## src/verilog/evt_notify_pkg.sv

```systemverilog
// constants and carrier types for the camera event notifier
// assumes a 32-bit apb slave on pclk and same-clock event pulses
package evt_notify_pkg;

   // ==========================================================
   // sizes
   localparam int NUM_EVT = 42;
   localparam int SEL_W   = 6;
   localparam int DATA_W  = 32;
   localparam int ADDR_W  = 8;
   localparam int SPD_W   = 3;
   localparam int XFER_N  = 11;

   // ==========================================================
   // event source codes, as written to the selector
   localparam int EV_XFER_BASE  = 0;   // 11 stream/block/burst/queue/seq
   localparam int EV_CNT_BASE   = 11;  // begin,done for cnt0 then cnt1
   localparam int EV_TMR_BASE   = 15;  // begin,done for tmr0 then tmr1
   localparam int EV_ENC_HALT   = 19;
   localparam int EV_ENC_RESUME = 21;
   localparam int EV_IN_RISE    = 23;
   localparam int EV_IN_FALL    = 25;
   localparam int EV_IN_TOGGLE  = 27;
   localparam int EV_LT_RISE    = 29;
   localparam int EV_LT_FALL    = 31;
   localparam int EV_LT_TOGGLE  = 33;
   localparam int EV_LATE       = 35;
   localparam int EV_SPEED      = 36;
   localparam int EV_SWITCH     = 37;
   localparam int EV_ERROR      = 38;
   localparam int EV_TEST       = 39;
   localparam int EV_FRAME_TRIG = 40;
   localparam int EV_EXPO_DONE  = 41;

   // ==========================================================
   // register byte offsets
   localparam logic [ADDR_W-1:0] OFF_SELECT  = 8'h00;
   localparam logic [ADDR_W-1:0] OFF_ENABLE  = 8'h04;
   localparam logic [ADDR_W-1:0] OFF_TEST    = 8'h08;
   localparam logic [ADDR_W-1:0] OFF_ENC_TMO = 8'h0C;
   localparam logic [ADDR_W-1:0] OFF_PEND_LO = 8'h10;
   localparam logic [ADDR_W-1:0] OFF_PEND_HI = 8'h14;
   localparam logic [ADDR_W-1:0] OFF_FT_ID   = 8'h18;
   localparam logic [ADDR_W-1:0] OFF_FT_TIME = 8'h1C;
   localparam logic [ADDR_W-1:0] OFF_FT_FRM  = 8'h20;
   localparam logic [ADDR_W-1:0] OFF_ED_ID   = 8'h24;
   localparam logic [ADDR_W-1:0] OFF_ED_TIME = 8'h28;
   localparam logic [ADDR_W-1:0] OFF_ED_FRM  = 8'h2C;
   localparam logic [ADDR_W-1:0] OFF_NOW     = 8'h30;

   // ==========================================================
   // type identifiers (values arbitrary) and reset values
   localparam logic [DATA_W-1:0] ID_FRAME_TRIG = 32'h0000_9000;
   localparam logic [DATA_W-1:0] ID_EXPO_DONE  = 32'h0000_9001;
   localparam logic [DATA_W-1:0] ENC_TMO_RST   = 32'h0000_FFFF;

   // ==========================================================
   // carrier types
   typedef struct packed {
      logic [DATA_W-1:0] ts;
      logic [DATA_W-1:0] fid;
   } capture_t;

   typedef struct packed {
      logic [SEL_W-1:0]        sel;
      logic [NUM_EVT-1:0]      en;
      logic [NUM_EVT-1:0]      pend;
      logic [DATA_W-1:0]       tmo;
      logic [DATA_W-1:0]       ts;
      capture_t                ft;
      capture_t                ed;
      logic [3:0]              pin_s1;
      logic [3:0]              pin_s2;
      logic [3:0]              pin_prev;
      logic [1:0]              enc_s1;
      logic [1:0]              enc_s2;
      logic [1:0]              enc_prev;
      logic [1:0][DATA_W-1:0]  enc_idle;
      logic [1:0]              enc_halt;
      logic [1:0]              cnt_prev;
      logic [1:0]              tmr_prev;
      logic [SPD_W-1:0]        spd_prev;
      logic                    test_req;
      logic                    notify;
      logic [SEL_W-1:0]        code;
      logic                    pready;
      logic                    pslverr;
      logic [DATA_W-1:0]       prdata;
   } evt_state_t;

endpackage

```

## src/verilog/camera_event_notifier.sv

```systemverilog
// event detection, per-source reporting enable and event data capture
// assumes apb on pclk; line, link-trigger and encoder pins are async
//
// Chosen here: the address map and the APB register port.
`timescale 1ns/1ps
`default_nettype none

// Overview of operation
// - selector picks source; enable access follows it
// - stream transfer begin and done events
// - stream pause and resume events
// - per-block begin and done events
// - block trigger accepted raises event
// - burst begin and done events
// - transfer queue overflow raises event
// - sequencer set change raises event
// - counters 0,1 begin and done events
// - timers 0,1 begin and done events
// - encoder idle beyond timeout raises halt
// - halted encoder moving again raises resume
// - input line rising edge event
// - input line falling edge event
// - input line either edge event
// - link trigger rise, fall, toggle events
// - action scheduled in the past raises event
// - link speed change raises event
// - granted switchover raises event
// - device error raises event
// - test command event, always reported
// - off suppresses, on reports selected event
// - read-only type identifiers for captures
// - capture timestamp and frame identifier
module camera_event_notifier
   import evt_notify_pkg::*;
(
   // clock and reset
   input  wire logic              pclk,
   input  wire logic              presetn,
   // apb slave
   input  wire logic              psel,
   input  wire logic              penable,
   input  wire logic              pwrite,
   input  wire logic [ADDR_W-1:0] paddr,
   input  wire logic [DATA_W-1:0] pwdata,
   output logic      [DATA_W-1:0] prdata,
   output logic                   pready,
   output logic                   pslverr,
   // same-clock event sources
   input  wire logic [XFER_N-1:0] xfer_evt,
   input  wire logic [1:0]        cnt_run,
   input  wire logic [1:0]        tmr_run,
   input  wire logic              action_valid,
   input  wire logic [DATA_W-1:0] action_time,
   input  wire logic [SPD_W-1:0]  link_speed,
   input  wire logic              switch_grant,
   input  wire logic              dev_error,
   input  wire logic              frame_trig,
   input  wire logic              expo_done,
   input  wire logic [DATA_W-1:0] frame_id,
   // asynchronous pins
   input  wire logic [1:0]        line_in,
   input  wire logic [1:0]        ltrig_in,
   input  wire logic [1:0]        enc_step,
   // notification toward the message transport
   output logic                   notify_valid,
   output logic      [SEL_W-1:0]  notify_code
);

   // =============================================================
   // state
   localparam evt_state_t ST_RST = '{tmo: ENC_TMO_RST, default: '0};
   localparam logic [NUM_EVT-1:0] TEST_MASK = NUM_EVT'(1) << EV_TEST;

   evt_state_t s_reg;
   evt_state_t s_next;

   logic [3:0]         rise_w;
   logic [3:0]         fall_w;
   logic [1:0]         motion_w;
   logic               acc_w;
   logic               commit_w;

   assign rise_w   = s_reg.pin_s2 & ~s_reg.pin_prev;
   assign fall_w   = ~s_reg.pin_s2 & s_reg.pin_prev;
   assign motion_w = s_reg.enc_s2 ^ s_reg.enc_prev;
   assign acc_w    = psel & penable;
   // one wait state: the write lands on the edge that sees pready
   assign commit_w = acc_w & s_reg.pready;

   // =============================================================
   // next-state logic
   always_comb begin
      logic [NUM_EVT-1:0] raise;
      logic [NUM_EVT-1:0] clr;
      logic [SEL_W-1:0]   pick;
      logic               hit;
      raise  = '0;
      clr    = '0;
      pick   = '0;
      hit    = 1'b0;
      s_next = s_reg;

      s_next.ts       = s_reg.ts + 1'b1;
      s_next.pin_s1   = {ltrig_in, line_in};
      s_next.pin_s2   = s_reg.pin_s1;
      s_next.pin_prev = s_reg.pin_s2;
      s_next.enc_s1   = enc_step;
      s_next.enc_s2   = s_reg.enc_s1;
      s_next.enc_prev = s_reg.enc_s2;
      s_next.cnt_prev = cnt_run;
      s_next.tmr_prev = tmr_run;
      s_next.spd_prev = link_speed;
      s_next.test_req = 1'b0;

      raise[EV_XFER_BASE +: XFER_N] = xfer_evt;

      for (int i = 0; i < 2; i++) begin
         raise[EV_CNT_BASE+2*i]   = cnt_run[i] & ~s_reg.cnt_prev[i];
         raise[EV_CNT_BASE+2*i+1] = ~cnt_run[i] & s_reg.cnt_prev[i];
         raise[EV_TMR_BASE+2*i]   = tmr_run[i] & ~s_reg.tmr_prev[i];
         raise[EV_TMR_BASE+2*i+1] = ~tmr_run[i] & s_reg.tmr_prev[i];
         raise[EV_IN_RISE+i]      = rise_w[i];
         raise[EV_IN_FALL+i]      = fall_w[i];
         raise[EV_IN_TOGGLE+i]    = rise_w[i] | fall_w[i];
         raise[EV_LT_RISE+i]      = rise_w[i+2];
         raise[EV_LT_FALL+i]      = fall_w[i+2];
         raise[EV_LT_TOGGLE+i]    = rise_w[i+2] | fall_w[i+2];
         // idle counting stops once halted; it wraps only when the timeout is all ones
         if (motion_w[i]) begin
            s_next.enc_idle[i] = '0;
            if (s_reg.enc_halt[i]) begin
               s_next.enc_halt[i]       = 1'b0;
               raise[EV_ENC_RESUME+i] = 1'b1;
            end
         end else if (!s_reg.enc_halt[i]) begin
            if (s_reg.enc_idle[i] > s_reg.tmo) begin
               s_next.enc_halt[i]     = 1'b1;
               raise[EV_ENC_HALT+i] = 1'b1;
            end else begin
               s_next.enc_idle[i] = s_reg.enc_idle[i] + 1'b1;
            end
         end
      end

      raise[EV_LATE]       = action_valid & (action_time < s_reg.ts);
      raise[EV_SPEED]      = link_speed != s_reg.spd_prev;
      raise[EV_SWITCH]     = switch_grant;
      raise[EV_ERROR]      = dev_error;
      raise[EV_TEST]       = s_reg.test_req;
      raise[EV_FRAME_TRIG] = frame_trig;
      raise[EV_EXPO_DONE]  = expo_done;

      // all fields of one capture come from the same cycle
      if (frame_trig) begin
         s_next.ft = '{ts: s_reg.ts, fid: frame_id};
      end
      if (expo_done) begin
         s_next.ed = '{ts: s_reg.ts, fid: frame_id};
      end

      // lowest pending code goes out first, one per cycle
      for (int i = NUM_EVT - 1; i >= 0; i--) begin
         if (s_reg.pend[i]) begin
            pick = SEL_W'(i);
            hit  = 1'b1;
         end
      end
      if (hit) begin
         clr[pick] = 1'b1;
      end
      s_next.notify = hit;
      s_next.code   = pick;
      // a new occurrence beats the clear of the one being sent
      s_next.pend = (s_reg.pend & ~clr)
                  | (raise & (s_reg.en | TEST_MASK));

      // apb: answer in the second access cycle
      s_next.pready  = acc_w & ~s_reg.pready;
      s_next.pslverr = 1'b0;
      s_next.prdata  = '0;
      if (acc_w && !s_reg.pready) begin
         case (paddr)
            OFF_SELECT: begin
               s_next.prdata[SEL_W-1:0] = s_reg.sel;
            end
            OFF_ENABLE: begin
               if (s_reg.sel == SEL_W'(EV_TEST)) begin
                  s_next.prdata[0] = 1'b1;
               end else if (s_reg.sel < SEL_W'(NUM_EVT)) begin
                  s_next.prdata[0] = s_reg.en[s_reg.sel];
               end
            end
            OFF_TEST: begin
               s_next.prdata = '0;
            end
            OFF_ENC_TMO: begin
               s_next.prdata = s_reg.tmo;
            end
            OFF_PEND_LO: begin
               s_next.prdata = s_reg.pend[DATA_W-1:0];
            end
            OFF_PEND_HI: begin
               s_next.prdata[NUM_EVT-DATA_W-1:0] =
                  s_reg.pend[NUM_EVT-1:DATA_W];
            end
            OFF_FT_ID: begin
               s_next.prdata = ID_FRAME_TRIG;
            end
            OFF_FT_TIME: begin
               s_next.prdata = s_reg.ft.ts;
            end
            OFF_FT_FRM: begin
               s_next.prdata = s_reg.ft.fid;
            end
            OFF_ED_ID: begin
               s_next.prdata = ID_EXPO_DONE;
            end
            OFF_ED_TIME: begin
               s_next.prdata = s_reg.ed.ts;
            end
            OFF_ED_FRM: begin
               s_next.prdata = s_reg.ed.fid;
            end
            OFF_NOW: begin
               s_next.prdata = s_reg.ts;
            end
            default: begin
               s_next.pslverr = 1'b1;
            end
         endcase
      end

      if (commit_w && pwrite) begin
         case (paddr)
            OFF_SELECT: begin
               s_next.sel = pwdata[SEL_W-1:0];
            end
            OFF_ENABLE: begin
               if (s_reg.sel < SEL_W'(NUM_EVT)) begin
                  s_next.en[s_reg.sel] = pwdata[0];
               end
            end
            OFF_TEST: begin
               s_next.test_req = pwdata[0];
            end
            OFF_ENC_TMO: begin
               s_next.tmo = pwdata;
            end
            default: begin
               s_next.tmo = s_next.tmo;
            end
         endcase
      end
   end

   // =============================================================
   // registers
   always_ff @(posedge pclk or negedge presetn) begin
      if (!presetn) begin
         s_reg <= ST_RST;
      end else begin
         s_reg <= s_next;
      end
   end

   assign prdata       = s_reg.prdata;
   assign pready       = s_reg.pready;
   assign pslverr      = s_reg.pslverr;
   assign notify_valid = s_reg.notify;
   assign notify_code  = s_reg.code;
endmodule

`default_nettype wire

```

## config.mk

```make
export PLATFORM = sky130hd
export DESIGN_NAME = camera_event_notifier
export DESIGN_NICKNAME = d
export VERILOG_FILES = /design/src/verilog/evt_notify_pkg.sv /design/src/verilog/camera_event_notifier.sv
export SDC_FILE = /design/constraint.sdc
export NUM_CORES = 1
export LEC_CHECK = 0
export BUFFER_PORTS_ARGS = -buffer_cell sky130_fd_sc_hd__buf_2
export CORE_MARGIN = 2
export CORE_UTILIZATION = 46
export DETAILED_ROUTE_END_ITERATION = 16
export MAX_ROUTING_LAYER = met4
export SYNTH_ARGS = -nofsm -noshare
export SYNTH_HDL_FRONTEND = slang
export SYNTH_SLANG_ARGS = --single-unit
```

## constraint.sdc

```tcl
create_clock -name pclk -period 3.15 [get_ports pclk]
set_input_delay 0.4725 -clock pclk [delete_from_list [all_inputs] [get_ports pclk]]
set_output_delay 0.4725 -clock pclk [all_outputs]
set_load 0.03 [all_outputs]
```

### Word-level counts from Yosys, hierarchy flattened

Index checks and enable logic that the tools add are counted.

* bits in registers: 415
* input bits: 138
* word-level logic and storage cells: 225

* add/sub/neg operators: 3
* order comparisons: 8
* eq/ne operators: 18
* multiplexer cells: 122
* bitwise logic cells: 34
* reductions and logical operators: 13

Operators with widths (count)
* $mux 6: 42
* $mux 32: 6
* $pmux 22 s8: 1
* $add 32x1->32 const B: 3
* $and 42x42->42: 2
* $gt 32x32->1: 2
* $mux 1: 64
* $pmux 5 s9: 1
* $bwmux 42: 1
* $mux 42: 1
* $not 42->42: 1
* $or 42x42->42: 1
* $eq 8x6->1 const B: 5
* $mux 33: 1
* $eq 8x5->1 const B: 4
* $lt 32x32->1: 1
* $pmux 4 s8: 1
* $eq 8x4->1 const B: 2
* $lt 6x7->1 const B: 2
* $reduce_or 13->1: 1
* $and 1x1->1: 12
* $demux 1 s6: 2
* $ge 6x1->1 const B: 2
* $pmux 1 s11: 1
* other kinds (18): 39

### Logic depth before layout (Yosys ltp)

* depth in word-level cells: 50
* mapped depth: 12
* depth with buffers taken out: 10

### Least setup slack after synthesis

No wires, ideal clock.

* kind: register to register
* from: register s_reg[297] in the netlist's numbering
* to: register s_reg[76] in the netlist's numbering
* arrival: 2610 ps
* data required time: 3018 ps
* path slack: 408 ps
* cell stages (with the launch flop): 12
* period minus slack after synthesis: 2742 ps
* path through: dfstp_2 -> inv_1 -> ha_1 -> a211oi_1 -> a2111oi_0 -> a2111oi_0 -> nand3_1 -> buf_2 -> buf_2 -> a2111oi_0 -> xnor2_1 -> nor2_1

* longest elaborated chain between the ends: 3

RTL lines
* start, declared: line camera_event_notifier.sv:74 `evt_state_t s_reg;`
* start signal, assigned: line camera_event_notifier.sv:262 `s_reg <= s_next;`
* $gt 32x32->1: line camera_event_notifier.sv:136 `if (s_reg.enc_idle[i] > s_reg.tmo) begin`
* $ne 2x2->1 (no source line)
* $reduce_and 2->1 (no source line)

No other way between the ends.
A chain may end at the register's enable or synchronous reset.

==> impl_metrics.ini <==
[timing]
setup_viol = 0
finClkSkew_ns = 0.0145
max_freq_mhz = 330
slew_headroom_pct = 34.6
rsz0062_at_grt = false
finalHoldViolations = 0
worst_pin_slew_ns = 0.979
worst_slack_ns = 0.124
finalCritPeriodShare_pct = 96.1
maxSlewViolCount = 0
fin_crit_ns = 3.03
finalSetupTns_ns = 0

[synthesis]
syn-cell-area_um2 = 21300
synthArstFlopShare_pct = 100
synth_area_per_cell_um2 = 10.5
yosys.area_share.adder_pct = 6.24
synth_edf_count = 0
synth_xor_area_share_pct = 3.62
yosysWarnings = 0
ys_seq_area_share_pct = 48.8
synth_top_family_by_area = compound AO/OA/AOI/OAI gates
synthCells = 2019
synth.distinct_cells = 69
yosys-mux-area-fraction_pct = 9.83
synth_compound_area_share_pct = 13.6
synthSimpleGateAreaFrac_pct = 12.7
synth_nets = 2263
synth_flop_cell = dfrtp_1
ys_seq_elements = 414

[flow_run]
drv_cap = 0

[cts]
clk_path_buf_depth = 3
cts_tree = done
cts_root_buf = clkbuf_16
htreeDepth = 2
insertion_delay_ns = 0.60
cts_made_buffers = 46
cts_sinks = 414
path_clk_slew_ns = 0.06

[global_route]
overflow = 0
grt_max_degree = 88
antenna_found_initial = 0
globalRouteTotalUtil_pct = 28.6
grt_pass1_wl_mm = 102
grt_pass1_vias = 17000

[final_layout]
nets = 2476
drive_above_1_share_pct = 26.7
fill_cells = 3984
syn2layout_area_growth_pct = 18.5
largest_reg_flops = 361
final_cell_area_um2 = 25200
antenna_cells = 0

[critical_path]
arrival_ns = 3.46
reg2reg_depth = 8
worstSetupStartpointType = register
critPathRequiredTime_ns = 3.58
worst_setup_path_end_kind = register
path_max_fanout = 5
ff2ff_setup_slack_ns = 0.12
crit_type = reg2reg

[die]
start_util_pct = 46.8
die_height_um = 219
num_rows = 78
die_w_um = 219
io_pins = 179
core_um2 = 45500
fp.dieArea_um2 = 48000

[outcome]
status = completed

[power_and_ir_drop]
power_density_nw_per_um2 = 532
leakage_nw = 11.4
peakVddDrop_mv = 0.375

[detailed_routing]
vias = 17100
drtAntennaViolNets = 0
dr.pass1.iters = 7
route.met3.wl_mm = 4.58
wl_met1_mm = 30.1
wl_per_cell_um = 23.0
drt-initial-drc-count = 1727
post-route-drc-count = 0
routed_via_density = 5.95
drt-total-wl_mm = 66.1
wl_met2_mm = 29.9
top_layer_used = met4

[placed_design]
place.gp.congestion = 0.939
io_buffers = 178
dp_hpwl_mm = 47.8
dp_slack_ns = -0.316
postPlaceCellArea_um2 = 23300

[hold_path]
hold_class = in2reg
worstHoldPathCells = 1
-- cell usage in the layout (no fill, tap or decap), types with 11 or more instances in the layout --
master     synthesis  layout
nor4_1            27      23
buf_12             0      16
o21ai_0           89      88
or3_1             15      15
clkbuf_16          0      49
a222oi_1          37      37
ha_1             106     101
nor3_1            46      45
dfrtp_1          398     398
buf_2              8     177
a31oi_1           39      39
xnor2_1           85      85
nand2_1          173     171
inv_1            119     115
clkbuf_1          79      12
a21o_1            16      16
nor2_1           134     128
mux2_2           180     180
dfstp_2           16      16
o31ai_1           14      14
buf_4             38      90
a211oi_1          17      16
a22oi_1           57      57
nand3_1           53      52
nand4_1           28      28
a21oi_1           63      62
a221oi_1          12      11
and3_1            15      15
clkinv_2           0      11
-- synth_stat cells (all sizes together), types with 5 or more instances --
cell     instances  area (um^2)
a21o            16          120
a211oi          17          128
and4             6         52.6
o2111ai          7         61.3
nand2b           7         43.8
nor4            29          203
clkbuf          80          302
or3             15         93.8
inv            119          447
nor3            46          230
o21a             5         37.5
nand3b           7         52.6
a22oi           57          428
buf             52          355
a221oi          12          105
xnor2           85          744
or2              6         37.5
o211ai           6         45.0
or4              7         52.6
ha             106         1330
mux2           180         2030
nor2b            8         50.1
a2111oi         23          215
a22o             9         78.8
o31ai           14          105
dfrtp          398         9960
nand2          173          649
and3            15         93.8
nor2           134          503
a222oi          37          370
a31oi           39          244
nand3           54          283
nand4           29          188
dfstp           16          420
a21oi           63          315
and2            10         62.6
o21ai           90          450
-- report_power, final --
group	total [W]	internal [W]	switching [W]
Sequential	0.00568	0.00552	0.000151
Clock	0.00556	0.00325	0.00230
Combinational	0.00216	0.000770	0.00139
-- critical path, stage by stage (launching register included) --
cell and delay, ns:
dfrtp_1 0.47, nor2_1 0.10, o311ai_0 0.52, a31oi_1 0.17, o21ai_0 0.53, nor2b_1 0.26
nor2_1 0.14, o31ai_1 0.51, o21ai_0 0.18
-- worst paths after layout --
kind	startpoint	to
worst min-delay path	tmr_run[1]	s_reg[46]
min in group asynchronous	presetn	s_reg[157]
max in group asynchronous	presetn	s_reg[295]
worst max-delay path	s_reg[363]	s_reg[360]
worst max register to register	s_reg[363]	s_reg[360]
worst min register to register	s_next[118]	s_next[116]
-- cell type report --
type	instances	area [um^2]	share of cell area [%]
flip-flops and latches	414	10400	41.2
multi-input cells	1355	10000	39.8
repair buffers	296	2050	8.12
inverters	119	447	1.77
clock inverters	20	226	0.899
clock buffers	66	1320	5.23
well taps	600	751	2.98
-- kinds of logic after synthesis --
group | count (synthesis)
and+or+nand+nor | 558
AOI/OAI and AO/OA | 417
muxes | 185
adders and majority gates | 106
DFF | 414
buffers and inverters | 251
xor gates and xnor gates | 88
-- layer usage --
| layer | vias to the layer above | track usage, % |
|---|---|---|
| li1 | 7761 | - |
| met1 | 8583 | 40.5 |
| met2 | 636 | 43.1 |
| met3 | 107 | 4.89 |
| met4 | 0 | 6.53 |
| met5 | - | - |
-- per-stage QoR --
step           util, %  hold WS [ns]  cells  power (W)
4_1_cts           54.9        0.0158   2863     0.0135
2_1_floorplan        -         0.177   2019    0.00681
3_5_place_dp      51.1         0.338   2766    0.00789
3_3_place_gp      51.1         0.334   2766    0.00788
6_report          55.4        0.0348   2870     0.0134
5_1_grt           55.4        0.0229   2870     0.0139
-- timing repair --
| action | CTS | global route |
|---|---|---|
| hold buffers | 10 | 0 |
| cloned | 1 | 2 |
| gates resized for setup | 8 | 30 |
| endpoints found under the setup margin | 34 | 32 |
| endpoints found under the hold margin | 52 | 0 |
| pin swaps | 1 | 5 |
| setup buffers | 0 | 5 |
(Power assumes the default switching activity.)
